### src/rtl/sync_meter_pkg.sv
// Purpose: constants shared by the sync frequency meter
// Assumes: 20 MHz system clock, AXI4-Lite register access
// Notes: register offsets are word indices; byte address is four times the index
package sync_meter_pkg;

  // register word indices
  localparam logic [5:0] VFRAME_HIGH_IDX = 6'h0d;
  localparam logic [5:0] VFRAME_LOW_IDX = 6'h0e;
  localparam logic [5:0] HLINE_HIGH_IDX = 6'h0f;
  localparam logic [5:0] HLINE_LOW_IDX = 6'h10;
  localparam logic [5:0] INT_STATUS_IDX = 6'h20;
  localparam logic [5:0] INT_MASK_IDX = 6'h21;

  // reset values
  localparam logic [7:0] MEAS_RESET = 8'h00;
  localparam logic [3:0] INT_RESET = 4'h0;

  // field positions
  localparam int OVF_BIT = 7;
  localparam int VCOUNT_W = 13;
  localparam int VLOW_W = 8;
  localparam int HCOUNT_W = 12;
  localparam int HLOW_W = 5;

  // interrupt status bit positions
  localparam int EV_VFRAME = 0;
  localparam int EV_HWINDOW = 1;
  localparam int EV_VOVF = 2;
  localparam int EV_HOVF = 3;
  localparam int EV_COUNT = 4;

  // timing
  localparam int TICK_CYC = 16;
  localparam int CLK_PERIOD_NS = 50;
  localparam int HWINDOW_NS = 32000000;
  localparam int HPERIOD_NS = 32768000;
  localparam int HWINDOW_CYC = HWINDOW_NS / CLK_PERIOD_NS;
  localparam int HPERIOD_CYC = HPERIOD_NS / CLK_PERIOD_NS;

  // AXI responses
  localparam logic [1:0] RESP_OKAY = 2'b00;
  localparam logic [1:0] RESP_SLVERR = 2'b10;

endpackage

### src/rtl/sync_frequency_meter.sv
// Purpose: measures vertical frame period and horizontal line rate of incoming sync
// Assumes: sync pulses are active high; pins are asynchronous to sys_clk
// Notes: results are read-only; read the high byte before the low byte
//
// Design decision made here: register access over AXI4-Lite.
`timescale 1ns/10ps
`default_nettype none

module sync_frequency_meter #(
  parameter int HWINDOW_CYC = sync_meter_pkg::HWINDOW_CYC,
  parameter int HPERIOD_CYC = sync_meter_pkg::HPERIOD_CYC,
  parameter int ADDR_W = 8
) (
  input wire logic sys_clk,
  input wire logic rst,
  input wire logic hsync,
  input wire logic vsync,
  input wire logic [ADDR_W-1:0] s_axi_awaddr,
  input wire logic s_axi_awvalid,
  output logic s_axi_awready,
  input wire logic [31:0] s_axi_wdata,
  input wire logic [3:0] s_axi_wstrb,
  input wire logic s_axi_wvalid,
  output logic s_axi_wready,
  output logic [1:0] s_axi_bresp,
  output logic s_axi_bvalid,
  input wire logic s_axi_bready,
  input wire logic [ADDR_W-1:0] s_axi_araddr,
  input wire logic s_axi_arvalid,
  output logic s_axi_arready,
  output logic [31:0] s_axi_rdata,
  output logic [1:0] s_axi_rresp,
  output logic s_axi_rvalid,
  input wire logic s_axi_rready,
  output logic irq
);

  localparam int PER_W = $clog2(HPERIOD_CYC + 1);
  localparam int TICK_W = $clog2(sync_meter_pkg::TICK_CYC);
  localparam int VC_W = sync_meter_pkg::VCOUNT_W;
  localparam int HC_W = sync_meter_pkg::HCOUNT_W;
  localparam int VL_W = sync_meter_pkg::VLOW_W;
  localparam int HL_W = sync_meter_pkg::HLOW_W;
  localparam int NEV = sync_meter_pkg::EV_COUNT;

  // sync input conditioning
  logic hs_meta_reg, hs_sync_reg, hs_prev_reg;
  logic vs_meta_reg, vs_sync_reg, vs_prev_reg;
  logic h_edge, v_edge;

  always_ff @(posedge sys_clk or posedge rst) begin
    if (rst) begin
      hs_meta_reg <= 1'b0;
      hs_sync_reg <= 1'b0;
      hs_prev_reg <= 1'b0;
      vs_meta_reg <= 1'b0;
      vs_sync_reg <= 1'b0;
      vs_prev_reg <= 1'b0;
    end else begin
      hs_meta_reg <= hsync;
      hs_sync_reg <= hs_meta_reg;
      hs_prev_reg <= hs_sync_reg;
      vs_meta_reg <= vsync;
      vs_sync_reg <= vs_meta_reg;
      vs_prev_reg <= vs_sync_reg;
    end
  end

  // leading edge marks one pulse; width of the pulse does not matter
  assign h_edge = hs_sync_reg & ~hs_prev_reg;
  assign v_edge = vs_sync_reg & ~vs_prev_reg;

  // register read side effect
  logic ar_take;
  logic [5:0] ar_idx;
  logic rd_vhigh, rd_hhigh;

  assign ar_take = s_axi_arvalid & s_axi_arready;
  assign ar_idx = s_axi_araddr[7:2];
  assign rd_vhigh = ar_take && ar_idx == sync_meter_pkg::VFRAME_HIGH_IDX;
  assign rd_hhigh = ar_take && ar_idx == sync_meter_pkg::HLINE_HIGH_IDX;

  // vertical period measurement
  logic [TICK_W-1:0] tick_cnt_reg;
  logic tick;
  logic [VC_W-1:0] vframe_period_count_reg;
  logic vcount_ovf_reg;
  logic v_ovf_now;
  logic vertical_overflow_flag_reg;
  logic [VC_W-VL_W-1:0] vframe_high_bits_reg;
  logic [VL_W-1:0] vframe_buf_reg;
  logic [VL_W-1:0] vframe_period_low_reg;

  // one tick every sixteen clocks, realigned at each frame start
  always_ff @(posedge sys_clk or posedge rst) begin
    if (rst) begin
      tick_cnt_reg <= '0;
    end else if (v_edge) begin
      tick_cnt_reg <= '0;
    end else begin
      tick_cnt_reg <= tick_cnt_reg + 1'b1;
    end
  end

  assign tick = &tick_cnt_reg;

  // 8192 ticks of 16 cycles is the overflow point, one tick past range
  assign v_ovf_now = tick && !vcount_ovf_reg && (&vframe_period_count_reg);

  always_ff @(posedge sys_clk or posedge rst) begin
    if (rst) begin
      vframe_period_count_reg <= '0;
      vcount_ovf_reg <= 1'b0;
    end else if (v_edge) begin
      vframe_period_count_reg <= '0;
      vcount_ovf_reg <= 1'b0;
    end else if (v_ovf_now) begin
      vcount_ovf_reg <= 1'b1;
    end else if (tick && !vcount_ovf_reg) begin
      vframe_period_count_reg <= vframe_period_count_reg + 1'b1;
    end
  end

  always_ff @(posedge sys_clk or posedge rst) begin
    if (rst) begin
      vframe_high_bits_reg <= '0;
      vframe_buf_reg <= '0;
    end else if (v_edge) begin
      vframe_high_bits_reg <= vframe_period_count_reg[VC_W-1:VL_W];
      vframe_buf_reg <= vframe_period_count_reg[VL_W-1:0];
    end
  end

  // flag follows each finished frame, but rises at once on overflow
  always_ff @(posedge sys_clk or posedge rst) begin
    if (rst) begin
      vertical_overflow_flag_reg <= 1'b0;
    end else if (v_edge) begin
      vertical_overflow_flag_reg <= vcount_ovf_reg | v_ovf_now;
    end else if (v_ovf_now) begin
      vertical_overflow_flag_reg <= 1'b1;
    end
  end

  always_ff @(posedge sys_clk or posedge rst) begin
    if (rst) begin
      vframe_period_low_reg <= sync_meter_pkg::MEAS_RESET;
    end else if (rd_vhigh) begin
      vframe_period_low_reg <= vframe_buf_reg;
    end
  end

  // horizontal line counting
  logic [PER_W-1:0] period_cnt_reg;
  logic in_window, window_end;
  logic [HC_W-1:0] hline_cnt_reg;
  logic hline_ovf_reg;
  logic h_ovf_now;
  logic horizontal_overflow_flag_reg;
  logic [HC_W-HL_W-1:0] hline_high_bits_reg;
  logic [HL_W-1:0] hline_buf_reg;
  logic [HL_W-1:0] hline_count_low_reg;

  always_ff @(posedge sys_clk or posedge rst) begin
    if (rst) begin
      period_cnt_reg <= '0;
    end else if (period_cnt_reg == PER_W'(HPERIOD_CYC - 1)) begin
      period_cnt_reg <= '0;
    end else begin
      period_cnt_reg <= period_cnt_reg + 1'b1;
    end
  end

  assign in_window = period_cnt_reg < PER_W'(HWINDOW_CYC);
  assign window_end = period_cnt_reg == PER_W'(HWINDOW_CYC);
  // the 4096th pulse of a window is the first one past range
  assign h_ovf_now = h_edge && in_window && (&hline_cnt_reg) && !hline_ovf_reg;

  always_ff @(posedge sys_clk or posedge rst) begin
    if (rst) begin
      hline_cnt_reg <= '0;
      hline_ovf_reg <= 1'b0;
    end else if (window_end) begin
      hline_cnt_reg <= '0;
      hline_ovf_reg <= 1'b0;
    end else if (h_ovf_now) begin
      hline_ovf_reg <= 1'b1;
    end else if (h_edge && in_window && !hline_ovf_reg) begin
      hline_cnt_reg <= hline_cnt_reg + 1'b1;
    end
  end

  // with a 32 ms window, count/32 is lines per ms, i.e. kHz
  always_ff @(posedge sys_clk or posedge rst) begin
    if (rst) begin
      hline_high_bits_reg <= '0;
      hline_buf_reg <= '0;
    end else if (window_end) begin
      hline_high_bits_reg <= hline_cnt_reg[HC_W-1:HL_W];
      hline_buf_reg <= hline_cnt_reg[HL_W-1:0];
    end
  end

  always_ff @(posedge sys_clk or posedge rst) begin
    if (rst) begin
      horizontal_overflow_flag_reg <= 1'b0;
    end else if (h_ovf_now) begin
      horizontal_overflow_flag_reg <= 1'b1;
    end else if (window_end) begin
      horizontal_overflow_flag_reg <= hline_ovf_reg;
    end
  end

  always_ff @(posedge sys_clk or posedge rst) begin
    if (rst) begin
      hline_count_low_reg <= '0;
    end else if (rd_hhigh) begin
      hline_count_low_reg <= hline_buf_reg;
    end
  end

  // register view
  logic [7:0] vframe_period_high, vframe_period_low;
  logic [7:0] hline_count_high, hline_count_low;

  assign vframe_period_high = {vertical_overflow_flag_reg, 2'b00, vframe_high_bits_reg};
  assign vframe_period_low = vframe_period_low_reg;
  assign hline_count_high = {horizontal_overflow_flag_reg, hline_high_bits_reg};
  assign hline_count_low = {3'b000, hline_count_low_reg};

  // interrupts
  logic [NEV-1:0] int_status_reg, int_mask_reg;
  logic [NEV-1:0] ev_set, int_clear;
  logic wr_fire;
  logic [5:0] wr_idx;
  logic [ADDR_W-1:0] awaddr_reg;
  logic [31:0] wdata_reg;
  logic [3:0] wstrb_reg;
  logic aw_full_reg, w_full_reg;

  assign ev_set = {h_ovf_now, v_ovf_now, window_end, v_edge};
  assign wr_fire = aw_full_reg && w_full_reg && !s_axi_bvalid;
  assign wr_idx = awaddr_reg[7:2];
  assign int_clear = (wr_fire && wr_idx == sync_meter_pkg::INT_STATUS_IDX && wstrb_reg[0])
                     ? wdata_reg[NEV-1:0] : '0;

  // a new event in the clearing cycle survives the clear
  always_ff @(posedge sys_clk or posedge rst) begin
    if (rst) begin
      int_status_reg <= sync_meter_pkg::INT_RESET;
    end else begin
      int_status_reg <= (int_status_reg & ~int_clear) | ev_set;
    end
  end

  always_ff @(posedge sys_clk or posedge rst) begin
    if (rst) begin
      int_mask_reg <= sync_meter_pkg::INT_RESET;
    end else if (wr_fire && wr_idx == sync_meter_pkg::INT_MASK_IDX && wstrb_reg[0]) begin
      int_mask_reg <= wdata_reg[NEV-1:0];
    end
  end

  always_ff @(posedge sys_clk or posedge rst) begin
    if (rst) begin
      irq <= 1'b0;
    end else begin
      irq <= |((int_status_reg & ~int_clear | ev_set) & int_mask_reg);
    end
  end

  // AXI4-Lite write channel
  assign s_axi_awready = !aw_full_reg;
  assign s_axi_wready = !w_full_reg;

  always_ff @(posedge sys_clk or posedge rst) begin
    if (rst) begin
      aw_full_reg <= 1'b0;
      awaddr_reg <= '0;
    end else if (s_axi_awvalid && !aw_full_reg) begin
      aw_full_reg <= 1'b1;
      awaddr_reg <= s_axi_awaddr;
    end else if (wr_fire) begin
      aw_full_reg <= 1'b0;
    end
  end

  always_ff @(posedge sys_clk or posedge rst) begin
    if (rst) begin
      w_full_reg <= 1'b0;
      wdata_reg <= '0;
      wstrb_reg <= '0;
    end else if (s_axi_wvalid && !w_full_reg) begin
      w_full_reg <= 1'b1;
      wdata_reg <= s_axi_wdata;
      wstrb_reg <= s_axi_wstrb;
    end else if (wr_fire) begin
      w_full_reg <= 1'b0;
    end
  end

  // measurement registers accept writes with no effect
  always_ff @(posedge sys_clk or posedge rst) begin
    if (rst) begin
      s_axi_bvalid <= 1'b0;
      s_axi_bresp <= sync_meter_pkg::RESP_OKAY;
    end else if (wr_fire) begin
      s_axi_bvalid <= 1'b1;
      case (wr_idx)
        sync_meter_pkg::VFRAME_HIGH_IDX, sync_meter_pkg::VFRAME_LOW_IDX,
        sync_meter_pkg::HLINE_HIGH_IDX, sync_meter_pkg::HLINE_LOW_IDX,
        sync_meter_pkg::INT_STATUS_IDX, sync_meter_pkg::INT_MASK_IDX: begin
          s_axi_bresp <= sync_meter_pkg::RESP_OKAY;
        end
        default: begin
          s_axi_bresp <= sync_meter_pkg::RESP_SLVERR;
        end
      endcase
    end else if (s_axi_bready) begin
      s_axi_bvalid <= 1'b0;
    end
  end

  // AXI4-Lite read channel
  assign s_axi_arready = !s_axi_rvalid;

  always_ff @(posedge sys_clk or posedge rst) begin
    if (rst) begin
      s_axi_rvalid <= 1'b0;
      s_axi_rdata <= '0;
      s_axi_rresp <= sync_meter_pkg::RESP_OKAY;
    end else if (ar_take) begin
      s_axi_rvalid <= 1'b1;
      s_axi_rresp <= sync_meter_pkg::RESP_OKAY;
      case (ar_idx)
        sync_meter_pkg::VFRAME_HIGH_IDX: s_axi_rdata <= {24'h000000, vframe_period_high};
        // low read returns the value present before any same-cycle copy
        sync_meter_pkg::VFRAME_LOW_IDX: s_axi_rdata <= {24'h000000, vframe_period_low};
        sync_meter_pkg::HLINE_HIGH_IDX: s_axi_rdata <= {24'h000000, hline_count_high};
        sync_meter_pkg::HLINE_LOW_IDX: s_axi_rdata <= {24'h000000, hline_count_low};
        sync_meter_pkg::INT_STATUS_IDX: s_axi_rdata <= {28'h0000000, int_status_reg};
        sync_meter_pkg::INT_MASK_IDX: s_axi_rdata <= {28'h0000000, int_mask_reg};
        default: begin
          s_axi_rdata <= '0;
          s_axi_rresp <= sync_meter_pkg::RESP_SLVERR;
        end
      endcase
    end else if (s_axi_rready) begin
      s_axi_rvalid <= 1'b0;
    end
  end

endmodule

`default_nettype wire

### config.mk
export PLATFORM = sky130hd
export DESIGN_NAME = sync_frequency_meter
export DESIGN_NICKNAME = d
export VERILOG_FILES = /design/src/rtl/sync_meter_pkg.sv /design/src/rtl/sync_frequency_meter.sv
export SDC_FILE = /design/constraint.sdc
export NUM_CORES = 1
export LEC_CHECK = 0
export BUFFER_PORTS_ARGS = -buffer_cell sky130_fd_sc_hd__buf_2
export CORE_UTILIZATION = 56
export CTS_CLUSTER_SIZE = 12
export DETAILED_ROUTE_END_ITERATION = 12
export PLACE_DENSITY = 0.79
export SYNTH_ARGS = -nofsm -noshare
export SYNTH_HDL_FRONTEND = slang
export SYNTH_SLANG_ARGS = --single-unit
### constraint.sdc
create_clock -name sys_clk -period 5.8 [get_ports sys_clk]
set_clock_uncertainty 0.2 [all_clocks]
set_input_delay 1.16 -clock sys_clk [delete_from_list [all_inputs] [get_ports sys_clk]]
set_output_delay 1.16 -clock sys_clk [all_outputs]
set_load 0.02 [all_outputs]
==> summary.txt <==
Critical path
  • Req. time, crit path: 5.96 ns
  • Worst Setup SP: period_cnt_reg[15]
  • Worst Path Arrival: 2.86 ns
  • CP max FO: 11
  • R2R Path Start: period_cnt_reg[15]
  • CP Capture Type: flip-flop
  • Levels on crit path: 4
  • CP cell instances: nand4_1 -> or3_1 -> nor3_1 -> nor3_1
  • Crit-path leading delay family: simple AND/OR/NAND/NOR gates
  • Setup CP Type: reg2reg
  • RR Endpoint: period_cnt_reg[17]
  • Worst-case reg-to-reg path depth: 4
  • Critical Path Slowest Stage Cell: nor3_1
  • Worst reg2reg setup slack: 3.10 ns
  • Crit path top cell by count: nor3_1
  • Delay of the slowest cell on the worst path: 1.06 ns
  • Element type at the critical path start: flip-flop
  • Number of buffers and inverters on the critical path: 0

Floorplan
  • Die Ht: 107.4 um
  • Core area: 0.01084 mm^2
  • Ports: 103
  • Rows: 38
  • Die area: 0.01153 mm^2
  • Die Span X: 107.4 um
  • Initial Utilization: 57.39%

Routing
  • Post-route ant nets: 0
  • Drt first pass iters: 5
  • Initial DRC Count: 230
  • Total Wirelength: 12440 um
  • DR vias: 4398
  • Avg WL per Cell: 16.17 um
  • Residual DRC count: 0
  • Vias per cell: 5.719

Timing
  • Fin worst setup slack: 3.097 ns
  • # setup viols final: 0
  • RSZ-0062 raised after global routing: no
  • Fmax: 370.0 MHz
  • Relative slew slack: 14.24%
  • Setup_tns: 0 ns
  • Endpoints failing hold: 0
  • Final critical path time including I/O delays and setup: 2.703 ns
  • Tcrit/Tclk final: 46.60%
  • Hold Slack: 0.1480 ns
  • Slew Viols, Final: 0
  • Worst Max-Slew Pin Slew: 1.277 ns

Run
  • Max cap viols: 0

Yosys
  • Leading area contributor after synthesis: dfrtp_1
  • Mean cell area of the mapped netlist: 10.84 um^2
  • EDFF count, synth: 0
  • Synth Instances: 574
  • Ys async rst share: 100.0%
  • Most common cell in the netlist: dfrtp_1
  • Syn Std Cell Area: 0.006221 mm^2
  • Main flop type after synthesis: dfrtp_1
  • Unique masters post-synth: 64
  • Top cells by area, synth: dfrtp_1 (53%), mux2_2 (6.9%), nand2_1 (4.3%), xnor2_1 (3.5%), buf_4 (3.3%)
  • Register area share after synthesis: 52.70%
  • Ys Warns: 0
  • Top cell type's share of synthesized area: 52.70%
  • FF+latch count, synth: 131
  • Post-synth top cells: dfrtp_1 (131), nand2_1 (71), nor2_1 (44), mux2_2 (38), buf_4 (27)

Clock network
  • Postcts setup bufs: 0
  • CTS tree: yes
  • Clock latency on the worst-skew pair: 0.54 ns
  • Hold bufs inserted after CTS: 0
  • Htree depth: 4
  • Post-cts sizing count: 0
  • Clk slew on worst S/H paths: 0.06 ns
  • Clk root buf: clkbuf_8
  • CTS Buffer Depth: 2
  • # clock sinks: 131
  • CTS Buf Count: 17

Pwr
  • Sw Share: 25.44%
  • VDD IR-drop max: 0.2779 mV
  • Int Pwr: 1930 uW
  • Net Sw Power: 658.6 uW
  • Pwr/cell area: 366.8 mW/mm^2
  • Clock power share: 44.6%
  • Leakage: 0.003297 uW
  • Combinational Power Share: 12.1%
  • Seq pwr share: 43.3%

GRT
  • Largest net degree at the start of global routing: 88
  • Total routing usage reported by global routing: 23.73%
  • Total gr overflow: 0
  • Vias in the first global route: 4281
  • Initial antenna violation count: 0
  • Global-route wire length before repair: 20500 um

Layout
  • Area growth syn-to-layout: 13.46%
  • Fraction of layout cells with a size suffix above 1: 20.99%
  • Footprint of the multi-input gates: 0.002699 mm^2
  • Fill cells: 800
  • Largest register FFs: 20
  • N_diodes: 0
  • Seq. cell area: 0.003278 mm^2
  • Fin nets: 682

Min path
  • Hold Path Stages: 0
  • Hold Path Class: reg2reg
  • Hold Startpoint: vs_meta_reg
  • Hold EP: vs_sync_reg

Place
  • # port buffers: 41
  • RePlAce Congestion: 0.8635
  • Pre-CTS setup slack: 2.897 ns
  • Detailed placement HPWL: 8084 um

Run status
  • Status: finished, final reports clean
-- worst max-delay path by stage --
| stage | end | slack, ns |
|---|---|---|
| 2_1_floorplan | aw_full_reg | 0.94 |
| 5_1_grt | period_cnt_reg[17] | 2.95 |
| 3_5_place_dp | period_cnt_reg[19] | 2.90 |
| 6_report | period_cnt_reg[17] | 3.10 |
| 3_3_place_gp | vframe_period_low[3] | 2.93 |
| 4_1_cts | period_cnt_reg[17] | 3.08 |
-- per-layer routing --
metal  track usage, %  vias up  share of wire [%]
met3            6.416       23                4.9
met4            9.785        0                2.0
li1                 -     2047                  -
met5                0        -                  0
met1            30.19     2192                 44
met2            38.48      136                 49
-- worst register-to-register path: stages, from the launching register on --
cell and delay, ns:
dfrtp_1 0.42, nand4_1 0.20, or3_1 0.49, nor3_1 1.06, nor3_1 0.15
-- kinds of logic (layout without fill, tap and decap cells) --
kind of cell | Yosys count | in the layout | share of synthesized area [%]
xor gates and xnor gates | 33 | 33 | 4.646
other | 1 | 26 | 0.06028
adders and majority gates | 5 | 5 | 1.006
muxes | 49 | 49 | 8.890
AOI/OAI and AO/OA | 63 | 63 | 6.838
DFF | 131 | 131 | 52.70
and+or+nand+nor | 235 | 235 | 20.39
buffers and inverters | 57 | 87 | 5.470
-- through the flow --
stage	utilization, %	instance area, um^2	cells	power (uW)
global route	65.11	7058	769	2696
floorplan	-	6315	599	1361
detailed placement	59.19	6416	737	1447
finish	65.11	7058	769	2589
CTS	65.11	7058	769	2601
global placement	59.19	6416	737	1422
-- layout by cell type (no fill, tap or decap), types with 5 or more instances in the layout --
master and instances:
dfrtp_1 131, nand2_1 71, nor2_1 44, buf_2 41, mux2_2 38, conb_1 26
xnor2_1 25, nand3_1 23, o21ai_0 21, nor3_1 18, clkbuf_16 16, inv_1 12
a21oi_1 12, nand4_1 11, and3_1 11, mux2i_1 8, xor2_1 8, or3_1 7
nor2b_1 6, a221oi_1 6, nor4_1 5, ha_1 5, bufinv_16 5
-- power groups by stage --
stage,logic (uW),registers [uW],clock network [uW]
global route,351,1140,1210
global placement,298,1120,0
finish,313,1120,1150
CTS,317,1120,1160
detailed placement,314,1130,0
floorplan,237,1120,0
-- cell type report --
class | count | area share (%)
clock buffers | 23 | 6.612
clock inverters | 9 | 2.482
multi-input cells | 411 | 38.24
repair buffers | 42 | 3.014
inverters | 13 | 0.7268
flip-flops and latches | 131 | 46.45
well taps | 140 | 2.482
Power figures use the tool's default switching activity.
